### src/gpt_timer_regs.vh
// Register offsets, field positions and timing constants of the timer set
`ifndef GPT_TIMER_REGS_VH
`define GPT_TIMER_REGS_VH
`define GPT_CLK_MHZ 100
`define GPT_ADR_CLKCTL 8'h00
`define GPT_ADR_T01MODE 8'h04
`define GPT_ADR_T01CTL 8'h08
`define GPT_ADR_T0CNT 8'h0C
`define GPT_ADR_T1CNT 8'h10
`define GPT_ADR_T2CTL 8'h14
`define GPT_ADR_T2CNT 8'h18
`define GPT_ADR_T2RLD 8'h1C
`define GPT_ADR_T3CTL 8'h20
`define GPT_ADR_T3CNT 8'h24
`define GPT_ADR_T3RLD 8'h28
`define GPT_ADR_IRQSTAT 8'h2C
`define GPT_ADR_IRQMASK 8'h30
`define GPT_ADR_T2CAP 8'h34
`define GPT_ADR_T3CAP 8'h38
`define GPT_CLKCTL_RST 8'h00
`define GPT_CK_SCA_LO 0
`define GPT_CK_T0SYS 2
`define GPT_CK_T1SYS 3
`define GPT_CK_T2SYSL 4
`define GPT_CK_T2SYSH 5
`define GPT_CK_T3SYSL 6
`define GPT_CK_T3SYSH 7
`define GPT_TC_RUN0 0
`define GPT_TC_RUN1 1
`define GPT_TA_RUN 0
`define GPT_TA_SPLIT 1
`define GPT_TA_XCLK_LO 2
`define GPT_TA_CAPEN 4
`define GPT_TA_RUNH 5
`define GPT_IRQ_WIDTH 8
`define GPT_DIV12 12
`define GPT_DIV4 4
`define GPT_DIV48 48
`define GPT_DIV8 8
`endif

### src/gpt_timer_set.v
// Four counter/timers with classic Wishbone register access
`include "gpt_timer_regs.vh"
`default_nettype none
module gpt_timer_set (
   input wire MCLK,
   input wire NRST,
   input wire WB_CYC_I,
   input wire WB_STB_I,
   input wire WB_WE_I,
   input wire [7:0] WB_ADR_I,
   input wire [3:0] WB_SEL_I,
   input wire [31:0] WB_DAT_I,
   output reg [31:0] WB_DAT_O,
   output reg WB_ACK_O,
   input wire TIMER_ZERO_COUNT_INPUT,
   input wire TIMER_ONE_COUNT_INPUT,
   input wire EXTERNAL_GATE_INPUT_ZERO,
   input wire EXTERNAL_GATE_INPUT_ONE,
   input wire COMPARATOR_ZERO_OUT,
   input wire COMPARATOR_ONE_OUT,
   input wire LF_OSC_CLK,
   input wire EXT_OSC_CLK,
   output wire IRQ
);
// ==========================================================
// Input synchronisers: three stages, change taken when 2 and 3 agree
// ==========================================================
localparam NIN = 8;
wire [NIN-1:0] pin_raw = {EXT_OSC_CLK, LF_OSC_CLK, COMPARATOR_ONE_OUT,
   COMPARATOR_ZERO_OUT, EXTERNAL_GATE_INPUT_ONE, EXTERNAL_GATE_INPUT_ZERO,
   TIMER_ONE_COUNT_INPUT, TIMER_ZERO_COUNT_INPUT};
reg [NIN-1:0] s1_reg, s2_reg, s3_reg, lvl_reg;
always @(posedge MCLK or negedge NRST) begin
   if (!NRST) begin
      s1_reg <= 8'h00;
      s2_reg <= 8'h00;
      s3_reg <= 8'h00;
      lvl_reg <= 8'h00;
   end else begin
      s1_reg <= pin_raw;
      s2_reg <= s1_reg;
      s3_reg <= s2_reg;
      lvl_reg <= (s2_reg & s3_reg) | (lvl_reg & (s2_reg | s3_reg));
   end
end
// Falling edge only after a settled high then a settled low
wire [NIN-1:0] lvl_next = (s2_reg & s3_reg) | (lvl_reg & (s2_reg | s3_reg));
wire [NIN-1:0] fall = lvl_reg & ~lvl_next;
wire [NIN-1:0] rise = ~lvl_reg & lvl_next;
// ==========================================================
// Registers
// ==========================================================
reg [7:0] clkctl_reg;
reg [7:0] t01mode_reg;
reg [1:0] t01ctl_reg;
reg [15:0] t0_reg, t1_reg, t2_reg, t3_reg, t2rld_reg, t3rld_reg;
reg [15:0] t2cap_reg, t3cap_reg;
reg [5:0] t2ctl_reg, t3ctl_reg;
reg [7:0] stat_reg, mask_reg;
assign IRQ = |(stat_reg & mask_reg);
wire wb_req = WB_CYC_I & WB_STB_I & ~WB_ACK_O;
wire wb_wr = wb_req & WB_WE_I & WB_SEL_I[0];
wire wr_lo = wb_req & WB_WE_I & WB_SEL_I[0];
wire wr_hi = wb_req & WB_WE_I & WB_SEL_I[1];
function [15:0] merge16;
   input [15:0] old;
   input [15:0] d;
   input lo, hi;
   begin
      merge16 = {hi ? d[15:8] : old[15:8], lo ? d[7:0] : old[7:0]};
   end
endfunction
// ==========================================================
// Prescaler for timers zero/one and the divide-by-12 for two/three
// ==========================================================
reg [5:0] pre_cnt_reg;
reg [3:0] div12_reg;
reg [2:0] ext8_reg, lf8_reg;
wire [1:0] sca = clkctl_reg[`GPT_CK_SCA_LO+1:`GPT_CK_SCA_LO];
wire [5:0] pre_top = (sca == 2'b00) ? 6'd11 : (sca == 2'b01) ? 6'd3 : 6'd47;
wire ext_tick = rise[7] & (ext8_reg == 3'd7);
wire lf_tick = rise[6] & (lf8_reg == 3'd7);
wire pre_tick = (sca == 2'b11) ? ext_tick : (pre_cnt_reg >= pre_top);
wire div12_tick = (div12_reg == 4'd11);
always @(posedge MCLK or negedge NRST) begin
   if (!NRST) begin
      pre_cnt_reg <= 6'd0;
      div12_reg <= 4'd0;
      ext8_reg <= 3'd0;
      lf8_reg <= 3'd0;
   end else begin
      pre_cnt_reg <= (pre_cnt_reg >= pre_top) ? 6'd0 : pre_cnt_reg + 6'd1;
      div12_reg <= div12_tick ? 4'd0 : div12_reg + 4'd1;
      if (rise[7]) ext8_reg <= ext8_reg + 3'd1;
      if (rise[6]) lf8_reg <= lf8_reg + 3'd1;
   end
end
// ==========================================================
// Timers zero and one
// ==========================================================
// Mode byte per timer nibble: [1:0] mode, [2] counter, [3] gating
wire [1:0] m0 = t01mode_reg[1:0];
wire [1:0] m1 = t01mode_reg[5:4];
function tick01;
   input counter, fall_in, sys_sel, pre;
   begin
      tick01 = counter ? fall_in : (sys_sel ? 1'b1 : pre);
   end
endfunction
wire tk0 = tick01(t01mode_reg[2], fall[0],
   clkctl_reg[`GPT_CK_T0SYS], pre_tick);
wire tk1 = tick01(t01mode_reg[6], fall[1],
   clkctl_reg[`GPT_CK_T1SYS], pre_tick);
wire run0 = t01ctl_reg[`GPT_TC_RUN0] & (~t01mode_reg[3] | lvl_reg[2]);
wire run1 = t01ctl_reg[`GPT_TC_RUN1] & (~t01mode_reg[7] | lvl_reg[3]);
// Timer zero split mode borrows timer one's run bit for its high byte
wire split0 = (m0 == 2'b11);
wire en0 = run0 & tk0;
wire en0h = split0 ? (t01ctl_reg[`GPT_TC_RUN1] & pre_tick) : 1'b0;
wire en1 = run1 & tk1 & (m1 != 2'b11); // mode 3 halts timer one
function [16:0] step01;
   input [1:0] mode;
   input [15:0] v;
   reg [8:0] lo;
   reg [13:0] c13;
   reg [16:0] c16;
   begin
      lo = {1'b0, v[7:0]} + 9'd1;
      c13 = {1'b0, v[15:8], v[4:0]} + 14'd1;
      c16 = {1'b0, v} + 17'd1;
      case (mode)
         2'b00: step01 = {c13[13], c13[12:5], 3'b000, c13[4:0]};
         2'b01: step01 = c16;
         2'b10: step01 = {lo[8], v[15:8], lo[8] ? v[15:8] : lo[7:0]};
         default: step01 = {lo[8], v[15:8], lo[7:0]};
      endcase
   end
endfunction
wire [16:0] n0 = step01(m0, t0_reg);
wire [16:0] n1 = step01(m1, t1_reg);
wire [8:0] n0h = {1'b0, t0_reg[15:8]} + 9'd1;
// ==========================================================
// Timers two and three: auto-reload, split, capture
// ==========================================================
// Control: [0] run, [1] split, [3:2] ext clock select, [4] capture, [5] run hi
function ext_tick23;
   input [1:0] xsel;
   input d12, osc, cmp;
   begin
      case (xsel)
         2'b00: ext_tick23 = d12;
         2'b01: ext_tick23 = osc;
         default: ext_tick23 = cmp;
      endcase
   end
endfunction
wire x2 = ext_tick23(t2ctl_reg[3:2], div12_tick, lf_tick, rise[4]);
wire x3 = ext_tick23(t3ctl_reg[3:2], div12_tick, ext_tick, rise[5]);
// In capture mode the timer counts the system clock, the reference latches it
wire cap2 = t2ctl_reg[`GPT_TA_CAPEN];
wire cap3 = t3ctl_reg[`GPT_TA_CAPEN];
wire tk2l = cap2 ? 1'b1 : (clkctl_reg[`GPT_CK_T2SYSL] | x2);
wire tk2h = clkctl_reg[`GPT_CK_T2SYSH] | div12_tick;
wire tk3l = cap3 ? 1'b1 : (clkctl_reg[`GPT_CK_T3SYSL] | x3);
wire tk3h = clkctl_reg[`GPT_CK_T3SYSH] | div12_tick;
function [17:0] step23;
   input split, el, eh;
   input [15:0] v, r;
   reg [16:0] f;
   reg [8:0] l, h;
   begin
      f = {1'b0, v} + 17'd1;
      l = {1'b0, v[7:0]} + 9'd1;
      h = {1'b0, v[15:8]} + 9'd1;
      if (!split) begin
         step23 = {1'b0, el & f[16], el ? (f[16] ? r : f[15:0]) : v};
      end else begin
         step23 = {eh & h[8], el & l[8],
            eh ? (h[8] ? r[15:8] : h[7:0]) : v[15:8],
            el ? (l[8] ? r[7:0] : l[7:0]) : v[7:0]};
      end
   end
endfunction
wire [17:0] n2 = step23(t2ctl_reg[`GPT_TA_SPLIT],
   t2ctl_reg[`GPT_TA_RUN] & tk2l,
   t2ctl_reg[`GPT_TA_RUNH] & tk2h, t2_reg, t2rld_reg);
wire [17:0] n3 = step23(t3ctl_reg[`GPT_TA_SPLIT],
   t3ctl_reg[`GPT_TA_RUN] & tk3l,
   t3ctl_reg[`GPT_TA_RUNH] & tk3h, t3_reg, t3rld_reg);
wire cap2_ev = cap2 & t2ctl_reg[`GPT_TA_RUN] & x2;
wire cap3_ev = cap3 & t3ctl_reg[`GPT_TA_RUN] & x3;
// Status: 0 t0 ovf, 1 t1 ovf, 2 t0 high ovf, 3/4 t2 lo/hi, 5/6 t3, 7 cap
wire [7:0] ev = {cap2_ev | cap3_ev, n3[17:16], n2[17:16],
   en0h & n0h[8], en1 & n1[16], en0 & n0[16]};
// ==========================================================
// Register writes and counting; a bus write wins over a count
// ==========================================================
always @(posedge MCLK or negedge NRST) begin
   if (!NRST) begin
      clkctl_reg <= `GPT_CLKCTL_RST;
      t01mode_reg <= 8'h00;
      t01ctl_reg <= 2'b00;
      t0_reg <= 16'h0000;
      t1_reg <= 16'h0000;
      t2_reg <= 16'h0000;
      t3_reg <= 16'h0000;
      t2rld_reg <= 16'h0000;
      t3rld_reg <= 16'h0000;
      t2cap_reg <= 16'h0000;
      t3cap_reg <= 16'h0000;
      t2ctl_reg <= 6'h00;
      t3ctl_reg <= 6'h00;
      stat_reg <= 8'h00;
      mask_reg <= 8'h00;
   end else begin
      // Run bit writes touch only control; counts keep their value
      if (wb_wr && WB_ADR_I == `GPT_ADR_CLKCTL) clkctl_reg <= WB_DAT_I[7:0];
      if (wb_wr && WB_ADR_I == `GPT_ADR_T01MODE) t01mode_reg <= WB_DAT_I[7:0];
      if (wb_wr && WB_ADR_I == `GPT_ADR_T01CTL) t01ctl_reg <= WB_DAT_I[1:0];
      if (wb_wr && WB_ADR_I == `GPT_ADR_T2CTL) t2ctl_reg <= WB_DAT_I[5:0];
      if (wb_wr && WB_ADR_I == `GPT_ADR_T3CTL) t3ctl_reg <= WB_DAT_I[5:0];
      if (wb_wr && WB_ADR_I == `GPT_ADR_IRQMASK) mask_reg <= WB_DAT_I[7:0];
      if (wb_req && WB_WE_I && WB_ADR_I == `GPT_ADR_T2RLD)
         t2rld_reg <= merge16(t2rld_reg, WB_DAT_I[15:0], wr_lo, wr_hi);
      if (wb_req && WB_WE_I && WB_ADR_I == `GPT_ADR_T3RLD)
         t3rld_reg <= merge16(t3rld_reg, WB_DAT_I[15:0], wr_lo, wr_hi);
      if (wb_req && WB_WE_I && WB_ADR_I == `GPT_ADR_T0CNT)
         t0_reg <= merge16(t0_reg, WB_DAT_I[15:0], wr_lo, wr_hi);
      else begin
         if (en0) t0_reg[7:0] <= n0[7:0];
         if (split0) begin
            if (en0h) t0_reg[15:8] <= n0h[7:0];
         end else if (en0) t0_reg[15:8] <= n0[15:8];
      end
      if (wb_req && WB_WE_I && WB_ADR_I == `GPT_ADR_T1CNT)
         t1_reg <= merge16(t1_reg, WB_DAT_I[15:0], wr_lo, wr_hi);
      else if (en1) t1_reg <= n1[15:0];
      if (wb_req && WB_WE_I && WB_ADR_I == `GPT_ADR_T2CNT)
         t2_reg <= merge16(t2_reg, WB_DAT_I[15:0], wr_lo, wr_hi);
      else t2_reg <= n2[15:0];
      if (wb_req && WB_WE_I && WB_ADR_I == `GPT_ADR_T3CNT)
         t3_reg <= merge16(t3_reg, WB_DAT_I[15:0], wr_lo, wr_hi);
      else t3_reg <= n3[15:0];
      if (cap2_ev) t2cap_reg <= t2_reg;
      if (cap3_ev) t3cap_reg <= t3_reg;
      // Set wins over a write-one clear in the same cycle
      if (wb_wr && WB_ADR_I == `GPT_ADR_IRQSTAT)
         stat_reg <= (stat_reg & ~WB_DAT_I[7:0]) | ev;
      else
         stat_reg <= stat_reg | ev;
   end
end
// ==========================================================
// Wishbone read path and acknowledge: one wait state, ack for one cycle
// ==========================================================
reg [31:0] rd_next;
always @* begin
   rd_next = 32'h00000000;
   if (WB_ADR_I == `GPT_ADR_CLKCTL) rd_next[7:0] = clkctl_reg;
   else if (WB_ADR_I == `GPT_ADR_T01MODE) rd_next[7:0] = t01mode_reg;
   else if (WB_ADR_I == `GPT_ADR_T01CTL) rd_next[1:0] = t01ctl_reg;
   else if (WB_ADR_I == `GPT_ADR_T0CNT) rd_next[15:0] = t0_reg;
   else if (WB_ADR_I == `GPT_ADR_T1CNT) rd_next[15:0] = t1_reg;
   else if (WB_ADR_I == `GPT_ADR_T2CTL) rd_next[5:0] = t2ctl_reg;
   else if (WB_ADR_I == `GPT_ADR_T2CNT) rd_next[15:0] = t2_reg;
   else if (WB_ADR_I == `GPT_ADR_T2RLD) rd_next[15:0] = t2rld_reg;
   else if (WB_ADR_I == `GPT_ADR_T3CTL) rd_next[5:0] = t3ctl_reg;
   else if (WB_ADR_I == `GPT_ADR_T3CNT) rd_next[15:0] = t3_reg;
   else if (WB_ADR_I == `GPT_ADR_T3RLD) rd_next[15:0] = t3rld_reg;
   else if (WB_ADR_I == `GPT_ADR_IRQSTAT) rd_next[7:0] = stat_reg;
   else if (WB_ADR_I == `GPT_ADR_IRQMASK) rd_next[7:0] = mask_reg;
   else if (WB_ADR_I == `GPT_ADR_T2CAP) rd_next[15:0] = t2cap_reg;
   else if (WB_ADR_I == `GPT_ADR_T3CAP) rd_next[15:0] = t3cap_reg;
   else rd_next = 32'h00000000;
end
always @(posedge MCLK or negedge NRST) begin
   if (!NRST) begin
      WB_ACK_O <= 1'b0;
      WB_DAT_O <= 32'h00000000;
   end else begin
      WB_ACK_O <= wb_req;
      if (wb_req) WB_DAT_O <= rd_next;
   end
end
endmodule
`default_nettype wire

### config.mk
export PLATFORM = sky130hd
export DESIGN_NAME = gpt_timer_set
export DESIGN_NICKNAME = d
export VERILOG_FILES = /design/src/gpt_timer_set.v
export VERILOG_INCLUDE_DIRS = /design/src
export SDC_FILE = /design/constraint.sdc
export NUM_CORES = 1
export LEC_CHECK = 0
export ABC_CLOCK_PERIOD_IN_PS = 6000
export BUFFER_PORTS_ARGS = -buffer_cell sky130_fd_sc_hd__buf_2
export CORE_MARGIN = 3
export CORE_UTILIZATION = 66
export CTS_CLUSTER_SIZE = 25
export DETAILED_ROUTE_END_ITERATION = 7
export PLACE_DENSITY = 0.86
export SETUP_SLACK_MARGIN = 0.05
export SLEW_MARGIN = 15
export SYNTH_ARGS = -nofsm -noshare
export SYNTH_HDL_FRONTEND = slang
export SYNTH_SLANG_ARGS = --single-unit
export TNS_END_PERCENT = 100
### constraint.sdc
create_clock -name MCLK -period 6 [get_ports MCLK]
set_input_delay 0.3 -clock MCLK [delete_from_list [all_inputs] [get_ports MCLK]]
set_output_delay 0.3 -clock MCLK [all_outputs]
set_load 0.02 [all_outputs]
==> impl_results.md <==
* Comb power frac at 0.132
* FP Rows at 53
* Worst Setup End Kind: flop
* Post-synth EDFFs at 0
* Worst hold-check path type: primary input to flop
* FF-to-FF setup slack at 2530 ps
* Critical path peak fanout at 22
* TritonCTS clock tree: built
* Ys Warns at 0
* Predominant post-synthesis flop cell: dfrtp_1
* Initial antenna violation count at 1
* Reg2reg end: t0_reg[8]$_DFFE_PN0P_
* Clock transition at path regs at 60 ps
* Fin util at 0.732
* Post-CTS sizing at 0
* Tot GR Track Use at 0.362
* DR iter-0 viols at 1748
* PwrDens at 264 nW/um^2
* Layout cells sized above 1 at 0.187
* Most frequent cell after synthesis: dfrtp_1
* Max Slew Vio Count at 0
* Total grt overflow at 0
* # nets final at 1551
* Synth top area share at 0.420
* Area delta synth->final at 8.49%
* Crit path launch: WB_ACK_O$_DFF_PN0_
* Fin Setup TNS at 0 ps
* Num ports at 91
* FF+latch count, synth at 239
* Actual slew at the worst max-slew pin at 1070 ps
* Root buffer cell: clkbuf_16
* Die area at 23400 sq um
* Synth area leader: dfrtp_1
* Maximum number of pins on one net before global-route repair at 125
* Sequential element share of the synthesized area at 0.420
* RSZ-0062 raised after global routing: no
* Clock power share at 0.435
* Worst Min Path Start: WB_DAT_I[8]
* Drt pass-1 iters at 7
* Most area-consuming cells after synthesis: dfrtp_1, mux2_2, nand2_1, a21oi_1, o21ai_0
* Final Hold Vio Count at 0
* Post-layout min period at 3470 ps
* CTS buffer count at 27
* Filler cell count in the final layout at 1515
* Reg2Reg Depth at 4
* Routability Congestion at 1.04
* Final WS setup at 2530 ps
* Synth unique cells at 95
* First-pass GRT wire length at 68000 um
* Number of vias per cell at 7.16
* Multi-input logic area at 7570 sq um
* P_int at 0.00296 W
* Post-DRT Antenna Nets at 0
* Period utilisation layout at 0.578
* Reg2reg start: WB_ACK_O$_DFF_PN0_
* Ys async rst share at 1.00
* Worst Path Required at 6430 ps
* Hold endpoint: t1_reg[8]$_DFFE_PN0P_
* Max-cap viol count at 0
* CP startpoint kind: flop
* Most instantiated cells after synthesis: dfrtp_1, nand2_1, mux2_2, nor2_1
* Synth Cell Area at 14200 sq um
* Mapped Cells at 1476
* Wire per inst at 24.4 um
* Clk sink count at 239
* Sw Pwr at 0.00112 W
* Starting Density at 0.675
* Pleak at 6.70 nW
* Final WL at 43300 um
* Vias at 12704
* Clock buffer depth at 3
* Worst slack, placed at 2570 ps
* CP arrival at 3900 ps
* CORE AREA at 21100 sq um
* Sequential fraction of design power at 0.433
* Relative slew margins at 0.268
* WS Path Type: flop to flop
* Die Wd at 153 um
* DP HPWL at 30000 um
* Status: finished, final reports clean
* Peak VDD IR at 0.245 mV
* Vias in the first global route at 11850
* Port Buf Inserts at 56
* Final Setup Violations at 0
* Sw frac at 0.274
* Peak Freq at 288 MHz
* Die Y at 153 um
* Worst-case clock skew at 17.7 ps
* Hold path cells at 3
* Reg area at 5980 sq um
* Worst skew pair latency at 560 ps
* DRC Markers at 0
* H-tree levels at 1
* Syn_area_per_cell at 9.64 sq um
-- cell type report --
| cell class | count | share of cell area |
|---|---|---|
| inverter | 25 | 0.00608 |
| tap | 275 | 0.0223 |
| timing repair buffer | 78 | 0.0318 |
| clock inverter | 14 | 0.0143 |
| sequential | 239 | 0.387 |
| clock buffer | 36 | 0.0473 |
| antenna | 1 | 0.000162 |
| multi-input combinational | 1107 | 0.491 |
-- layout by cell type (no fill, tap or decap), types with 9 or more instances in the layout --
| cell | netlist | final |
|---|---|---|
| a211oi_1 | 25 | 25 |
| a21oi_1 | 93 | 93 |
| a221oi_1 | 9 | 9 |
| a222oi_1 | 9 | 9 |
| a22oi_1 | 31 | 31 |
| a31oi_1 | 20 | 20 |
| and2_1 | 9 | 9 |
| and3_1 | 21 | 21 |
| buf_2 | 35 | 55 |
| buf_4 | 23 | 12 |
| clkbuf_16 | 0 | 27 |
| conb_1 | 1 | 16 |
| dfrtp_1 | 239 | 239 |
| dlygate4sd3_1 | 0 | 9 |
| ha_1 | 16 | 16 |
| inv_1 | 25 | 25 |
| mux2_2 | 126 | 126 |
| mux2i_1 | 26 | 26 |
| nand2_1 | 148 | 148 |
| nand3_1 | 40 | 40 |
| nand4_1 | 16 | 16 |
| nor2_1 | 101 | 101 |
| nor3_1 | 25 | 25 |
| o211ai_1 | 13 | 13 |
| o21ai_0 | 93 | 93 |
| o21ai_1 | 12 | 12 |
| o221ai_1 | 9 | 9 |
| o22ai_1 | 10 | 10 |
| o2bb2ai_1 | 12 | 12 |
| o31ai_1 | 11 | 11 |
| or2_2 | 9 | 9 |
| xnor2_1 | 20 | 20 |
| xor2_1 | 12 | 12 |
-- through the flow --
step / hold WS [ps] / total power (W) / std cells / area, sq um
after global placement: 333 / 0.00228 / 1715 / 14400
after CTS: 85.5 / 0.00408 / 1774 / 15400
after floorplan: 4.41 / 0.00214 / 1491 / 14300
after global routing: 106 / 0.00422 / 1775 / 15400
after detailed placement: 336 / 0.00232 / 1715 / 14400
final: 107 / 0.00408 / 1775 / 15400
-- how the worst max path moves through the flow --
stage	depth (start not counted)	end	slack, ps
5_1_grt	4	t0_reg[8]$_DFFE_PN0P_	2410
2_1_floorplan	8	t1_reg[15]$_DFFE_PN0P_	3560
4_1_cts	4	t0_reg[8]$_DFFE_PN0P_	2640
3_3_place_gp	7	t0_reg[8]$_DFFE_PN0P_	2650
6_report	4	t0_reg[8]$_DFFE_PN0P_	2530
3_5_place_dp	7	t0_reg[8]$_DFFE_PN0P_	2570
-- routing by layer --
metal	vias to the layer above	track usage	wire length, um
li1	5483	-	-
met3	214	0.0668	4660
met5	-	0	0
met1	6077	0.517	17100
met2	930	0.540	18800
met4	0	0.170	2740
-- cells by family (layout without fill, tap and decap cells) --
kind of cell,after synthesis,count (layout),share of synthesized area
AO/OA/AOI/OAI,442,442,0.211
XOR/XNOR,32,32,0.0197
adder cells (fa/ha/maj),24,24,0.0197
buffers and inverters,145,153,0.0513
flip-flops,239,239,0.420
multiplexers,153,153,0.120
other,1,17,0.000264
AND/OR/NAND/NOR,440,440,0.158
-- worst max-delay path, stage by stage (launching register included) --
cell	delay (ps)
dfrtp_1	390
and4b_1	770
nand3_1	860
a31oi_2	900
mux2_2	410
-- power groups by stage --
stage / clock network, W / registers, W / logic [W]
final: 0.00177 / 0.00176 / 0.000540
after global routing: 0.00185 / 0.00177 / 0.000596
after CTS: 0.00179 / 0.00176 / 0.000532
after detailed placement: 0 / 0.00179 / 0.000525
after global placement: 0 / 0.00178 / 0.000497
after floorplan: 0 / 0.00177 / 0.000373
-- repair_timing --
action / 4_1_cts / 5_1_grt
setup endpoints to repair: 0 / 0
endpoints found under the hold margin: 123 / 0
hold buffers: 9 / 0
setup buffers: 0 / 0
Power figures use the tool's default switching activity.
